File: src/rtl/esr_pkg.sv
// Package for the edge-sense and revision register bank.
// Holds offsets, field positions, reset values and bus response codes.
package esr_pkg;

    // Register byte offsets
    localparam logic [7:0] ESR_OFS_CONTROL = 8'h00;
    localparam logic [7:0] ESR_OFS_SENSE = 8'h08;
    localparam logic [7:0] ESR_OFS_REVISION = 8'h0C;

    // Field positions
    localparam int ESR_ENABLE_BIT = 0;
    localparam int ESR_SENSE_BIT = 0;
    localparam int ESR_MAJOR_LSB = 24;
    localparam int ESR_MINOR_LSB = 16;
    localparam int ESR_BUILD_LSB = 0;

    // Reset values
    localparam logic ESR_ENABLE_RST = 1'b0;

    // Bus widths
    localparam int ESR_ADDR_W = 8;
    localparam int ESR_DATA_W = 32;

    // Response codes
    localparam logic [1:0] ESR_RESP_OKAY = 2'h0;
    localparam logic [1:0] ESR_RESP_DECERR = 2'h3;

    // Bus handshake states, Gray coded along idle -> respond
    typedef enum logic [1:0] {
        ESR_IDLE = 2'b00,
        ESR_WR_RESP = 2'b01,
        ESR_RD_RESP = 2'b10
    } esr_state_e;

endpackage

File: src/rtl/esr_reg_if.sv
// Interface between the bus front end and the register store.
// Assumes one clock; all strobes are single-cycle.
`timescale 1ns/1ps
`default_nettype none
interface esr_reg_if;
    import esr_pkg::*;
    logic wr_en;
    logic [ESR_ADDR_W-1:0] wr_addr;
    logic [ESR_DATA_W-1:0] wr_data;
    logic [3:0] wr_strb;
    logic wr_hit;
    logic [ESR_ADDR_W-1:0] rd_addr;
    logic [ESR_DATA_W-1:0] rd_data;
    logic rd_hit;

    modport front (output wr_en, output wr_addr, output wr_data,
                   output wr_strb, output rd_addr,
                   input wr_hit, input rd_data, input rd_hit);
    modport store (input wr_en, input wr_addr, input wr_data,
                   input wr_strb, input rd_addr,
                   output wr_hit, output rd_data, output rd_hit);
endinterface
`default_nettype wire

File: src/rtl/esr_store.sv
// Register store: control enable, input sense and revision word.
// Assumes the front end presents writes as single-cycle strobes.
`timescale 1ns/1ps
`default_nettype none
module esr_store #(
    parameter logic DEFAULT_SENSE = 1'b1,
    parameter logic [7:0] REV_MAJOR = 8'h01,
    parameter logic [7:0] REV_MINOR = 8'h00,
    parameter logic [15:0] REV_BUILD = 16'h0000
) (
    input wire logic clk_i,
    input wire logic sys_rst_i,
    input wire logic ce_i,
    esr_reg_if.store rif,
    output logic enable_o,
    output logic sense_o
);
    import esr_pkg::*;

    logic enable_q, enable_d;
    logic sense_q, sense_d;
    logic [ESR_DATA_W-1:0] rev_word;

    // Decode of a register offset into a known register
    function automatic logic is_mapped(input logic [ESR_ADDR_W-1:0] a);
        is_mapped = (a == ESR_OFS_CONTROL) || (a == ESR_OFS_SENSE) ||
                    (a == ESR_OFS_REVISION);
    endfunction

    // Revision word assembly, constant so writes cannot alter it
    assign rev_word = (ESR_DATA_W'(REV_MAJOR) << ESR_MAJOR_LSB) |
                      (ESR_DATA_W'(REV_MINOR) << ESR_MINOR_LSB) |
                      (ESR_DATA_W'(REV_BUILD) << ESR_BUILD_LSB);

    // Next values of control and sense bits; only lane 0 carries them
    always_comb begin
        enable_d = enable_q;
        sense_d = sense_q;
        if (rif.wr_en && rif.wr_strb[0]) begin
            if (rif.wr_addr == ESR_OFS_CONTROL) begin
                enable_d = rif.wr_data[ESR_ENABLE_BIT];
            end
            if (rif.wr_addr == ESR_OFS_SENSE) begin
                sense_d = rif.wr_data[ESR_SENSE_BIT];
            end
        end
    end

    // Register the bits; reset sense from the build parameter
    always_ff @(posedge clk_i) begin
        if (sys_rst_i) begin
            enable_q <= ESR_ENABLE_RST;
            sense_q <= DEFAULT_SENSE;
        end else if (ce_i) begin
            enable_q <= enable_d;
            sense_q <= sense_d;
        end
    end

    // Read mux; unused bits read as zero
    always_comb begin
        rif.rd_data = '0;
        case (rif.rd_addr)
            ESR_OFS_CONTROL: rif.rd_data[ESR_ENABLE_BIT] = enable_q;
            ESR_OFS_SENSE: rif.rd_data[ESR_SENSE_BIT] = sense_q;
            ESR_OFS_REVISION: rif.rd_data = rev_word;
            default: rif.rd_data = '0;
        endcase
    end

    assign rif.rd_hit = is_mapped(rif.rd_addr);
    assign rif.wr_hit = is_mapped(rif.wr_addr);
    assign enable_o = enable_q;
    assign sense_o = sense_q;
endmodule // esr_store
`default_nettype wire

File: src/rtl/esr_top.sv
// Edge-sense and revision register bank with an AXI4-Lite slave port.
// Assumes one system clock; event_i is asynchronous to it.
//
// Functional notes
// Sense bit one active high, zero active low
// Software changes sense only while disabled; the bank does not lock it and takes sense writes while enabled too
// Sense resets to build-time default parameter
// Revision is read-only 32-bit word
// Major revision in bits 31 to 24
// Minor revision in bits 23 to 16
// Build number in bits 15 to 0
// Enable is control bit 0, cleared at reset
// Unused sense bits read zero, ignore writes
`timescale 1ns/1ps
`default_nettype none
module esr_top #(
    parameter logic DEFAULT_SENSE = 1'b1,
    parameter logic [7:0] REV_MAJOR = 8'h01,
    parameter logic [7:0] REV_MINOR = 8'h00,
    parameter logic [15:0] REV_BUILD = 16'h0000
) (
    input wire logic clk_i,
    input wire logic sys_rst_i,
    input wire logic ce_i,
    // Write address and data channels
    input wire logic s_axi_awvalid,
    output logic s_axi_awready,
    input wire logic [esr_pkg::ESR_ADDR_W-1:0] s_axi_awaddr,
    input wire logic s_axi_wvalid,
    output logic s_axi_wready,
    input wire logic [esr_pkg::ESR_DATA_W-1:0] s_axi_wdata,
    input wire logic [3:0] s_axi_wstrb,
    // Write response channel
    output logic s_axi_bvalid,
    input wire logic s_axi_bready,
    output logic [1:0] s_axi_bresp,
    // Read channels
    input wire logic s_axi_arvalid,
    output logic s_axi_arready,
    input wire logic [esr_pkg::ESR_ADDR_W-1:0] s_axi_araddr,
    output logic s_axi_rvalid,
    input wire logic s_axi_rready,
    output logic [esr_pkg::ESR_DATA_W-1:0] s_axi_rdata,
    output logic [1:0] s_axi_rresp,
    // Event input and block controls
    input wire logic event_i,
    output logic enable_o,
    output logic sense_o,
    output logic event_active_o
);
    import esr_pkg::*;

    ////////////////////////////////////////////////////////////////////
    // Address map and access summary
    ////////////////////////////////////////////////////////////////////
    // Offset 0x00: control, bit 0 is the timestamper enable (RW)
    // Offset 0x08: input sense, bit 0 picks the active level (RW)
    // Offset 0x0C: revision word, major, minor and build (RO)
    // Any other offset answers with a decode error and changes nothing.
    // Unused bits of every register read as zero and drop writes.
    // Only byte lane 0 carries writable bits, so wstrb[0] gates them.
    //
    // Handshake timing:
    // A write is taken when both address and data are valid in idle.
    // A read is taken in idle only if no write pair is waiting.
    // The reply valid rises right after the taking edge and stands
    // until the master's ready is sampled high; the next request may
    // then be taken in the following cycle.
    //
    // Sense hazard:
    // The sense bit feeds the event path directly, so flipping it while
    // capture runs makes a false edge. The bank does not lock the bit;
    // software keeps it unchanged while the enable is set.

    ////////////////////////////////////////////////////////////////////
    // Elaboration checks
    ////////////////////////////////////////////////////////////////////
    // The revision fields must tile one 32-bit word without overlap
    if (ESR_DATA_W != 32) begin : g_bad_data_w
        $error("esr_top: data width must be 32");
    end
    if (ESR_MAJOR_LSB != ESR_MINOR_LSB + 8) begin : g_bad_major
        $error("esr_top: major field must sit just above minor");
    end
    if (ESR_MINOR_LSB != ESR_BUILD_LSB + 16) begin : g_bad_minor
        $error("esr_top: minor field must sit just above build");
    end
    // The map needs offsets up to 0x0C
    if (ESR_ADDR_W < 4) begin : g_bad_addr_w
        $error("esr_top: address too narrow for the map");
    end

    ////////////////////////////////////////////////////////////////////
    // Register store
    ////////////////////////////////////////////////////////////////////
    esr_reg_if rif ();

    esr_store #(
        .DEFAULT_SENSE(DEFAULT_SENSE),
        .REV_MAJOR(REV_MAJOR),
        .REV_MINOR(REV_MINOR),
        .REV_BUILD(REV_BUILD)
    ) u_store (
        .clk_i(clk_i),
        .sys_rst_i(sys_rst_i),
        .ce_i(ce_i),
        .rif(rif),
        .enable_o(enable_o),
        .sense_o(sense_o)
    );

    ////////////////////////////////////////////////////////////////////
    // Bus handshake
    ////////////////////////////////////////////////////////////////////
    esr_state_e state_q, state_d;
    logic [1:0] bresp_q, bresp_d;
    logic [1:0] rresp_q, rresp_d;
    logic [ESR_DATA_W-1:0] rdata_q, rdata_d;
    logic wr_take, rd_take;

    // Writes take priority over reads when both arrive in idle
    assign wr_take = ce_i && (state_q == ESR_IDLE) &&
                     s_axi_awvalid && s_axi_wvalid;
    assign rd_take = ce_i && (state_q == ESR_IDLE) &&
                     s_axi_arvalid && !(s_axi_awvalid && s_axi_wvalid);

    assign s_axi_awready = wr_take;
    assign s_axi_wready = wr_take;
    assign s_axi_arready = rd_take;

    // Store-side strobes
    assign rif.wr_en = wr_take;
    assign rif.wr_addr = s_axi_awaddr;
    assign rif.wr_data = s_axi_wdata;
    assign rif.wr_strb = s_axi_wstrb;
    assign rif.rd_addr = s_axi_araddr;

    // Next state and captured response
    always_comb begin
        state_d = state_q;
        bresp_d = bresp_q;
        rresp_d = rresp_q;
        rdata_d = rdata_q;
        case (state_q)
            ESR_IDLE: begin
                if (wr_take) begin
                    state_d = ESR_WR_RESP;
                    bresp_d = rif.wr_hit ? ESR_RESP_OKAY : ESR_RESP_DECERR;
                end else if (rd_take) begin
                    state_d = ESR_RD_RESP;
                    rdata_d = rif.rd_data;
                    rresp_d = rif.rd_hit ? ESR_RESP_OKAY : ESR_RESP_DECERR;
                end
            end
            ESR_WR_RESP: begin
                if (s_axi_bready) begin
                    state_d = ESR_IDLE;
                end
            end
            ESR_RD_RESP: begin
                if (s_axi_rready) begin
                    state_d = ESR_IDLE;
                end
            end
            default: state_d = ESR_IDLE;
        endcase
    end

    // Handshake registers
    always_ff @(posedge clk_i) begin
        if (sys_rst_i) begin
            state_q <= ESR_IDLE;
            bresp_q <= ESR_RESP_OKAY;
            rresp_q <= ESR_RESP_OKAY;
            rdata_q <= '0;
        end else if (ce_i) begin
            state_q <= state_d;
            bresp_q <= bresp_d;
            rresp_q <= rresp_d;
            rdata_q <= rdata_d;
        end
    end

    assign s_axi_bvalid = (state_q == ESR_WR_RESP);
    assign s_axi_bresp = bresp_q;
    assign s_axi_rvalid = (state_q == ESR_RD_RESP);
    assign s_axi_rresp = rresp_q;
    assign s_axi_rdata = rdata_q;

    ////////////////////////////////////////////////////////////////////
    // Event input sense
    ////////////////////////////////////////////////////////////////////
    logic evt_meta_q, evt_sync_q, act_q;
    logic evt_meta_d, evt_sync_d, act_d;

    // Two-stage synchroniser, then sense applied
    always_comb begin
        evt_meta_d = event_i;
        evt_sync_d = evt_meta_q;
        act_d = sense_o ? evt_sync_q : !evt_sync_q;
    end

    // Synchroniser and active-level registers
    always_ff @(posedge clk_i) begin
        if (sys_rst_i) begin
            evt_meta_q <= 1'b0;
            evt_sync_q <= 1'b0;
            act_q <= 1'b0;
        end else if (ce_i) begin
            evt_meta_q <= evt_meta_d;
            evt_sync_q <= evt_sync_d;
            act_q <= act_d;
        end
    end

    assign event_active_o = act_q;
endmodule // esr_top
`default_nettype wire

File: config.mk
export PLATFORM = sky130hd
export DESIGN_NAME = esr_top
export DESIGN_NICKNAME = d
export VERILOG_FILES = /design/src/rtl/esr_pkg.sv /design/src/rtl/esr_reg_if.sv /design/src/rtl/esr_store.sv /design/src/rtl/esr_top.sv
export SDC_FILE = /design/constraint.sdc
export NUM_CORES = 1
export LEC_CHECK = 0
export ABC_AREA = 1
export CAP_MARGIN = 40
export CORE_ASPECT_RATIO = 1.75
export CORE_MARGIN = 3
export CORE_UTILIZATION = 50
export DETAILED_ROUTE_END_ITERATION = 8
export DONT_BUFFER_PORTS = 1
export PLACE_DENSITY = 0.64
export SYNTH_ARGS = -nofsm -noshare
export SYNTH_HDL_FRONTEND = slang
export SYNTH_HIERARCHICAL = 1
export SYNTH_SLANG_ARGS = --single-unit
File: constraint.sdc
create_clock -name clk_i -period 1.4 [get_ports clk_i]
set_input_delay 0 -clock clk_i [delete_from_list [all_inputs] [get_ports clk_i]]
set_output_delay 0 -clock clk_i [all_outputs]
set_load 0.02 [all_outputs]
## After elaboration in Yosys (flattened, before gate mapping)

Cells that the tools add are included.

- Bitwise gates (word level): 1
- Reduce and logical (&&, ||, !) cells: 21
- Muxes and demuxes: 10
- Equality and inequality tests: 9

Operators by type and width:

| operator | count |
|---|---|
| == test 8 x 4 -> 1 bit (second input constant) | 4 |
| two-way mux 24 bit | 1 |
| zero test 8 bit | 2 |
| two-way mux 2 bit | 6 |
| AND reduction 3 bit | 3 |
| AND reduction 4 bit | 2 |
| logical AND 1 bit | 7 |
| case mux 2 bit (3 select lines) | 1 |
| logical OR 1 bit | 4 |
| != test 2 x 1 -> 1 bit (second input constant) | 2 |
| != test 3 x 2 -> 1 bit (second input constant) | 1 |
| == test 2 x 1 -> 1 bit (second input constant) | 1 |
| == test 2 bit (second input constant) | 1 |
| zero test 1 bit | 2 |
| zero test 2 bit | 1 |
| case mux 1 bit (2 select lines) | 1 |
| two-way mux 1 bit | 1 |
| NOT 1 bit | 1 |

- Logic and storage cells: 50
- Bits of input ports: 61
- Output and inout bits: 44
- Bits in registers: 43

## Longest topological paths before layout

- Depth in word-level cells: 7
- Mapped depth: 9
- Mapped depth without buffers: 9

## By module

Netlist, hierarchy kept.

By module, submodules not included:

| module | seq. area each (µm²) | area each (µm²) | times used | cells each |
|---|---|---|---|---|
| esr_top | 780.7 | 1501.4 | 1 | 189 |
| esr_store | 40.0 | 442.9 | 1 | 71 |

## Worst setup path after synthesis

No wires, ideal clock.

- Path type: flip-flop to flip-flop
- From: reg state_q[1]
- To: reg u_store.sense_q, in the netlist u_store/sense_o
- Arrival time: 1340 ps
- Clock period less this slack: 1460 ps
- Library setup time: 120 ps
- Path buffers: 0
- Slack: -60 ps
- Cell stages (with the launch flop): 9
- Required time: 1280 ps
- Cell sequence: dfxtp_1 -> nor3_4 -> nand2_1 -> inv_1 -> nand3_1 -> nor2_4 -> nand2_1 -> nand2_1 -> nand3_1

- Word-level cells in the longest chain between the ends: 6

Ends and longest elaborated chain:

| what | line | text |
|---|---|---|
| start: declaration | esr_top.sv:115 | `esr_state_e state_q, state_d;` |
| start signal: assignment | esr_top.sv:177 | `state_q <= state_d;` |
| zero test 2 bit | esr_top.sv:122 | `assign wr_take = ce_i && (state_q == ESR_IDLE) &&` |
| logical AND 1 bit (2 in a row) | esr_top.sv:122 |  |
| logical AND 1 bit | esr_top.sv:123 | `s_axi_awvalid && s_axi_wvalid;` |
| named net s_axi_awready | esr_top.sv:27 | `output logic s_axi_awready,` |
| logical AND 1 bit | esr_store.sv:39 | `if (rif.wr_en && rif.wr_strb[0]) begin` |
| AND reduction 3 bit (no line) | -- |  |
| end signal: assignment | esr_store.sv:56 | `sense_q <= sense_d;` |
| end: declaration | esr_store.sv:21 | `logic sense_q, sense_d;` |

The timed path passes the listed nets, and every way through them passes these cells.
A chain may end at the register's enable or synchronous reset.

## Worst setup path after layout

- From: reg state_q[1]
- To: out s_axi_arready

- Word-level cells in the longest chain between the ends: 4

Ends and longest elaborated chain:

| what | line | text |
|---|---|---|
| zero test 2 bit | esr_top.sv:124 | `assign rd_take = ce_i && (state_q == ESR_IDLE) &&` |
| logical AND 1 bit (2 in a row) | esr_top.sv:124 |  |
| logical AND 1 bit | esr_top.sv:125 | `s_axi_arvalid && !(s_axi_awvalid && s_axi_wvalid);` |
| end: declaration | esr_top.sv:39 | `output logic s_axi_arready,` |

Every way passes these cells.

==> results.md <==
* Result of the run: finished clean
* Combinational group share of total power at 13.6%
* Switching share of power at 28.8%
* Y dimension of the die at slightly below 90 um
* Capturing element type of the critical path: output port
* WL/cell at 10.9 um
* Cell chain of the critical path: nor3_4 > nand3_4 > inv_8 > buf_6 > buf_4
* Initial Util at between 50% and 60%
* Buffers from clock root to sink, at most at 2
* Routability cong. at around 0.8
* Endpoint of the worst setup timing path: s_axi_arready
* RSZ-0062 raised after global routing: true
* Source of the critical timing path: state_q[1]
* DIE AREA at roughly 4700 sq um
* Cell with the largest stage delay on the worst path: sky130_fd_sc_hd__dfxtp_2
* Number of DRC markers in iteration 0 at 19
* Cell depth of the worst flop-to-flop path at 9
* Total iterations of the first detailed-routing run at 4
* Worst path buffer plus inverter count at 3
* Detailed-placement wirelength estimate at roughly 2500 um
* Area of the core at 3700 sq um
* Clock Skews at about 0.0023 ns
* Distinct cell type count of the synthesized netlist at 26
* Growth of design area from synthesis to finish at 9.07%
* Residual DRC count at 0
* Share of layout cells above drive strength 1 at 14.6%
* Die extent in x at 53.1 um
* Number of antenna diodes at 0
* Reg-to-reg startpoint: state_q[1]
* Via density at 4.49
* First-pass GRT wire length at ~5800 um
* Time the worst path needs with I/O delays and setup at approximately 1.3 ns
* Summed instance area of the synthesized netlist at between 1500 and 2000 sq um
* Maximum level of the CTS H-tree at 2
* Total count of max-transition violations in the final report at 0
* Overflow left after global routing at 0
* Terminus of the critical flop-to-flop path: u_store/sense_o
* Post-route standard cell area excluding fillers at 2120 sq um
* Number of global-route vias before repair at approximately 1.4k
* Net Sw Power at about 700 uW
* Number of antenna violations at the first check in global routing at 0
* Top Family by Delay on Critical Path: simple AND/OR/NAND/NOR gates
* Total GRT Usage at around 17%
* Power density normalized to cell area at 1130 nW/um^2
* Setup crit start kind: flop
* Class of the tightest hold or removal check: in -> reg
* Clock sink total at 41
* Fin. Hold Viols at 0
* Maximum capacitance violations at 0
* Class of the most critical setup path: reg -> out
* Worst-Skew Late Latency at 0.28 ns
* Final number of setup-violating endpoints at 0
* Critical-path maximum fanout at 7
* Clock buffers created by TritonCTS at 5
* Core Rows at 29
* Stage delay of the slowest cell on the critical path at around 0.34 ns
* Final ANT Viol Nets at 0
* Synthesis warning total at 6
* TritonCTS clock tree: yes
* Total wirelength of the detailed-routed design at ~3500 um
* Part of the Yosys area used for sequential elements at around 42%
* CTS clk-pin slew, worst paths at ~0.070 ns
* Async S/R FF share, synth at 0%
* Nets at around 340
* Data arrival time at the worst-slack endpoint at between 1 and 1.5 ns
* Int Pwr at 1710 uW
* Peak Freq at about 760 MHz
* Largest net degree at the start of global routing at 22
* Ys flop type: sky130_fd_sc_hd__dfxtp_1
* Sequential Power Share at roughly 57%
* Overall Power at approximately 2400 uW
* Number of enable-type register cells in the synthesized netlist at 0
* Avg Synthesized Cell Area at 7.48 sq um
* Count of vias placed by the detailed router at ~1.5k
* CTS root buffer: sky130_fd_sc_hd__clkbuf_8
* I/O Pins at approximately 110
* Path length in cells of the critical path at 5
* VDD IR max at about 0.9 mV
* Fraction of the cycle the final worst path needs at a little over nine tenths
* Port bufs at 0
* Clock group share of total power at between 20% and 30%
* Standard cell area after detailed placement at ~1900 sq um
* Register-to-register setup slack at between 0.08 and 0.09 ns
* Seq cells post-synth at 41
* Count of mapped cells out of synthesis at 260
* Required time at the worst-slack endpoint at approximately 1.4 ns
* Leakage power total at between 0.0009 and 0.001 uW
final cells by class:
| type | count | area (sq um) |
|---|---|---|
| clock buffer | 5 | 68.8 |
| clock inverter | 1 | 5.00 |
| fill | 365 | 1580 |
| inverter | 18 | 75.1 |
| multi-input combinational | 188 | 851 |
| sequential | 41 | 823 |
| tap | 46 | 57.6 |
| timing repair buffer | 27 | 240 |
metrics by stage:
step	setup TNS, ns	cells	util [%]	hold WS [ns]	setup slack, ns
5_1_grt	-0.00678	326	57.3	0.00890	-0.00678
3_3_place_gp	0	307	51.7	0.0706	0.118
3_5_place_dp	0	307	51.7	0.0737	0.0942
6_report	0	326	57.3	0.000166	0.0809
2_1_floorplan	0	289	-	0.0691	0.0276
4_1_cts	0	326	57.2	0.0126	0.00979
power groups by stage:
stage               Clock [uW]  Combinational (uW)  Sequential [uW]
finish                     694                 328             1380
global route               776                 378             1400
CTS                        731                 333             1390
detailed placement           0                 295             1410
global placement             0                 289             1410
floorplan                    0                 300             1410
state kept, by name, indices dropped and copies added (netlist names):
name / count
evt_meta_q: 1
u_store/enable_o: 1
evt_sync_q: 1
s_axi_rdata: 32
event_active_o: 1
s_axi_bresp: 1
s_axi_rresp: 1
u_store/sense_o: 1
state_q: 2
worst register-to-register path: stages (launching register included):
cell and delay (ns):
sky130_fd_sc_hd__dfxtp_2 0.34, sky130_fd_sc_hd__nor3_4 0.23, sky130_fd_sc_hd__buf_4 0.14, sky130_fd_sc_hd__nand2_1 0.06, sky130_fd_sc_hd__inv_2 0.06, sky130_fd_sc_hd__nand3_2 0.08
sky130_fd_sc_hd__nor2_4 0.12, sky130_fd_sc_hd__nand2_1 0.06, sky130_fd_sc_hd__nand2_1 0.05, sky130_fd_sc_hd__nand3_1 0.05
logic make-up (layout without fill, tap and decap cells):
family | count (synthesis) | after routing | synth area share (%)
AOI/OAI and AO/OA | 44 | 44 | 11.8
other | 1 | 30 | 0.193
xor gates and xnor gates | 1 | 1 | 0.451
and+or+nand+nor | 113 | 113 | 25.5
DFF | 41 | 41 | 42.2
buffers and inverters | 60 | 51 | 19.9
worst min path at each step:
| stage | end | cells after the start | start |
|---|---|---|---|
| floorplan | state_q[0] | 1 | sys_rst_i |
| detailed placement | state_q[0] | 1 | sys_rst_i |
| finish | u_store/sense_o | 5 | ce_i |
| CTS | u_store/sense_o | 6 | s_axi_awaddr[2] |
| global placement | state_q[0] | 1 | sys_rst_i |
| global route | u_store/sense_o | 4 | ce_i |
metal layers:
layer | part of all wire (%) | GRT usage [%]
met4 | 0.87 | 7.91
met2 | 53 | 30.3
met5 | 0 | 0
met3 | 8.5 | 6.41
met1 | 37 | 15.6
cell usage after synthesis, types with 2 or more instances:
master                     number  area [sq um]
sky130_fd_sc_hd__dfxtp_1       41           821
sky130_fd_sc_hd__nor2_1        74           278
sky130_fd_sc_hd__nand3_1        5          25.0
sky130_fd_sc_hd__nor2_2        10          62.6
sky130_fd_sc_hd__nand2_1       18          67.6
sky130_fd_sc_hd__buf_6          2          22.5
sky130_fd_sc_hd__inv_1         16          60.1
sky130_fd_sc_hd__buf_4         33           248
sky130_fd_sc_hd__a21oi_1        4          20.0
sky130_fd_sc_hd__clkbuf_2       3          15.0
sky130_fd_sc_hd__o21ai_0       37           185
sky130_fd_sc_hd__a211oi_1       2          15.0
sky130_fd_sc_hd__clkbuf_1       2          7.51
placed cells by master, fill, tap and decap left out:
cell type / count
sky130_fd_sc_hd__nor2_1: 74
sky130_fd_sc_hd__dfxtp_1: 39
sky130_fd_sc_hd__o21ai_0: 37
sky130_fd_sc_hd__conb_1: 30
sky130_fd_sc_hd__nand2_1: 18
sky130_fd_sc_hd__inv_1: 15
sky130_fd_sc_hd__buf_4: 13
sky130_fd_sc_hd__dlygate4sd3_1: 12
sky130_fd_sc_hd__nor2_2: 10
sky130_fd_sc_hd__clkbuf_8: 5
sky130_fd_sc_hd__a21oi_1: 4
sky130_fd_sc_hd__nand3_1: 4
sky130_fd_sc_hd__inv_2: 2
sky130_fd_sc_hd__dfxtp_2: 2
sky130_fd_sc_hd__buf_6: 2
sky130_fd_sc_hd__a211oi_1: 2
sky130_fd_sc_hd__nor3_4: 1
sky130_fd_sc_hd__nand3_4: 1
sky130_fd_sc_hd__inv_8: 1
sky130_fd_sc_hd__nor3_1: 1
sky130_fd_sc_hd__xnor2_1: 1
sky130_fd_sc_hd__clkinv_2: 1
sky130_fd_sc_hd__nand4_1: 1
sky130_fd_sc_hd__nor4_1: 1
sky130_fd_sc_hd__nand3_2: 1
sky130_fd_sc_hd__nor2_4: 1
sky130_fd_sc_hd__a21oi_2: 1
timing repair:
action                     4_1_cts  5_1_grt
setup buffers                    2        0
hold buffers                    11        1
setup endpoints to repair        1       21
gates resized for setup          2        5
pin swaps                        1        3
hold endpoints to repair         8        2
No activity file was read; power rests on OpenSTA's default activity.
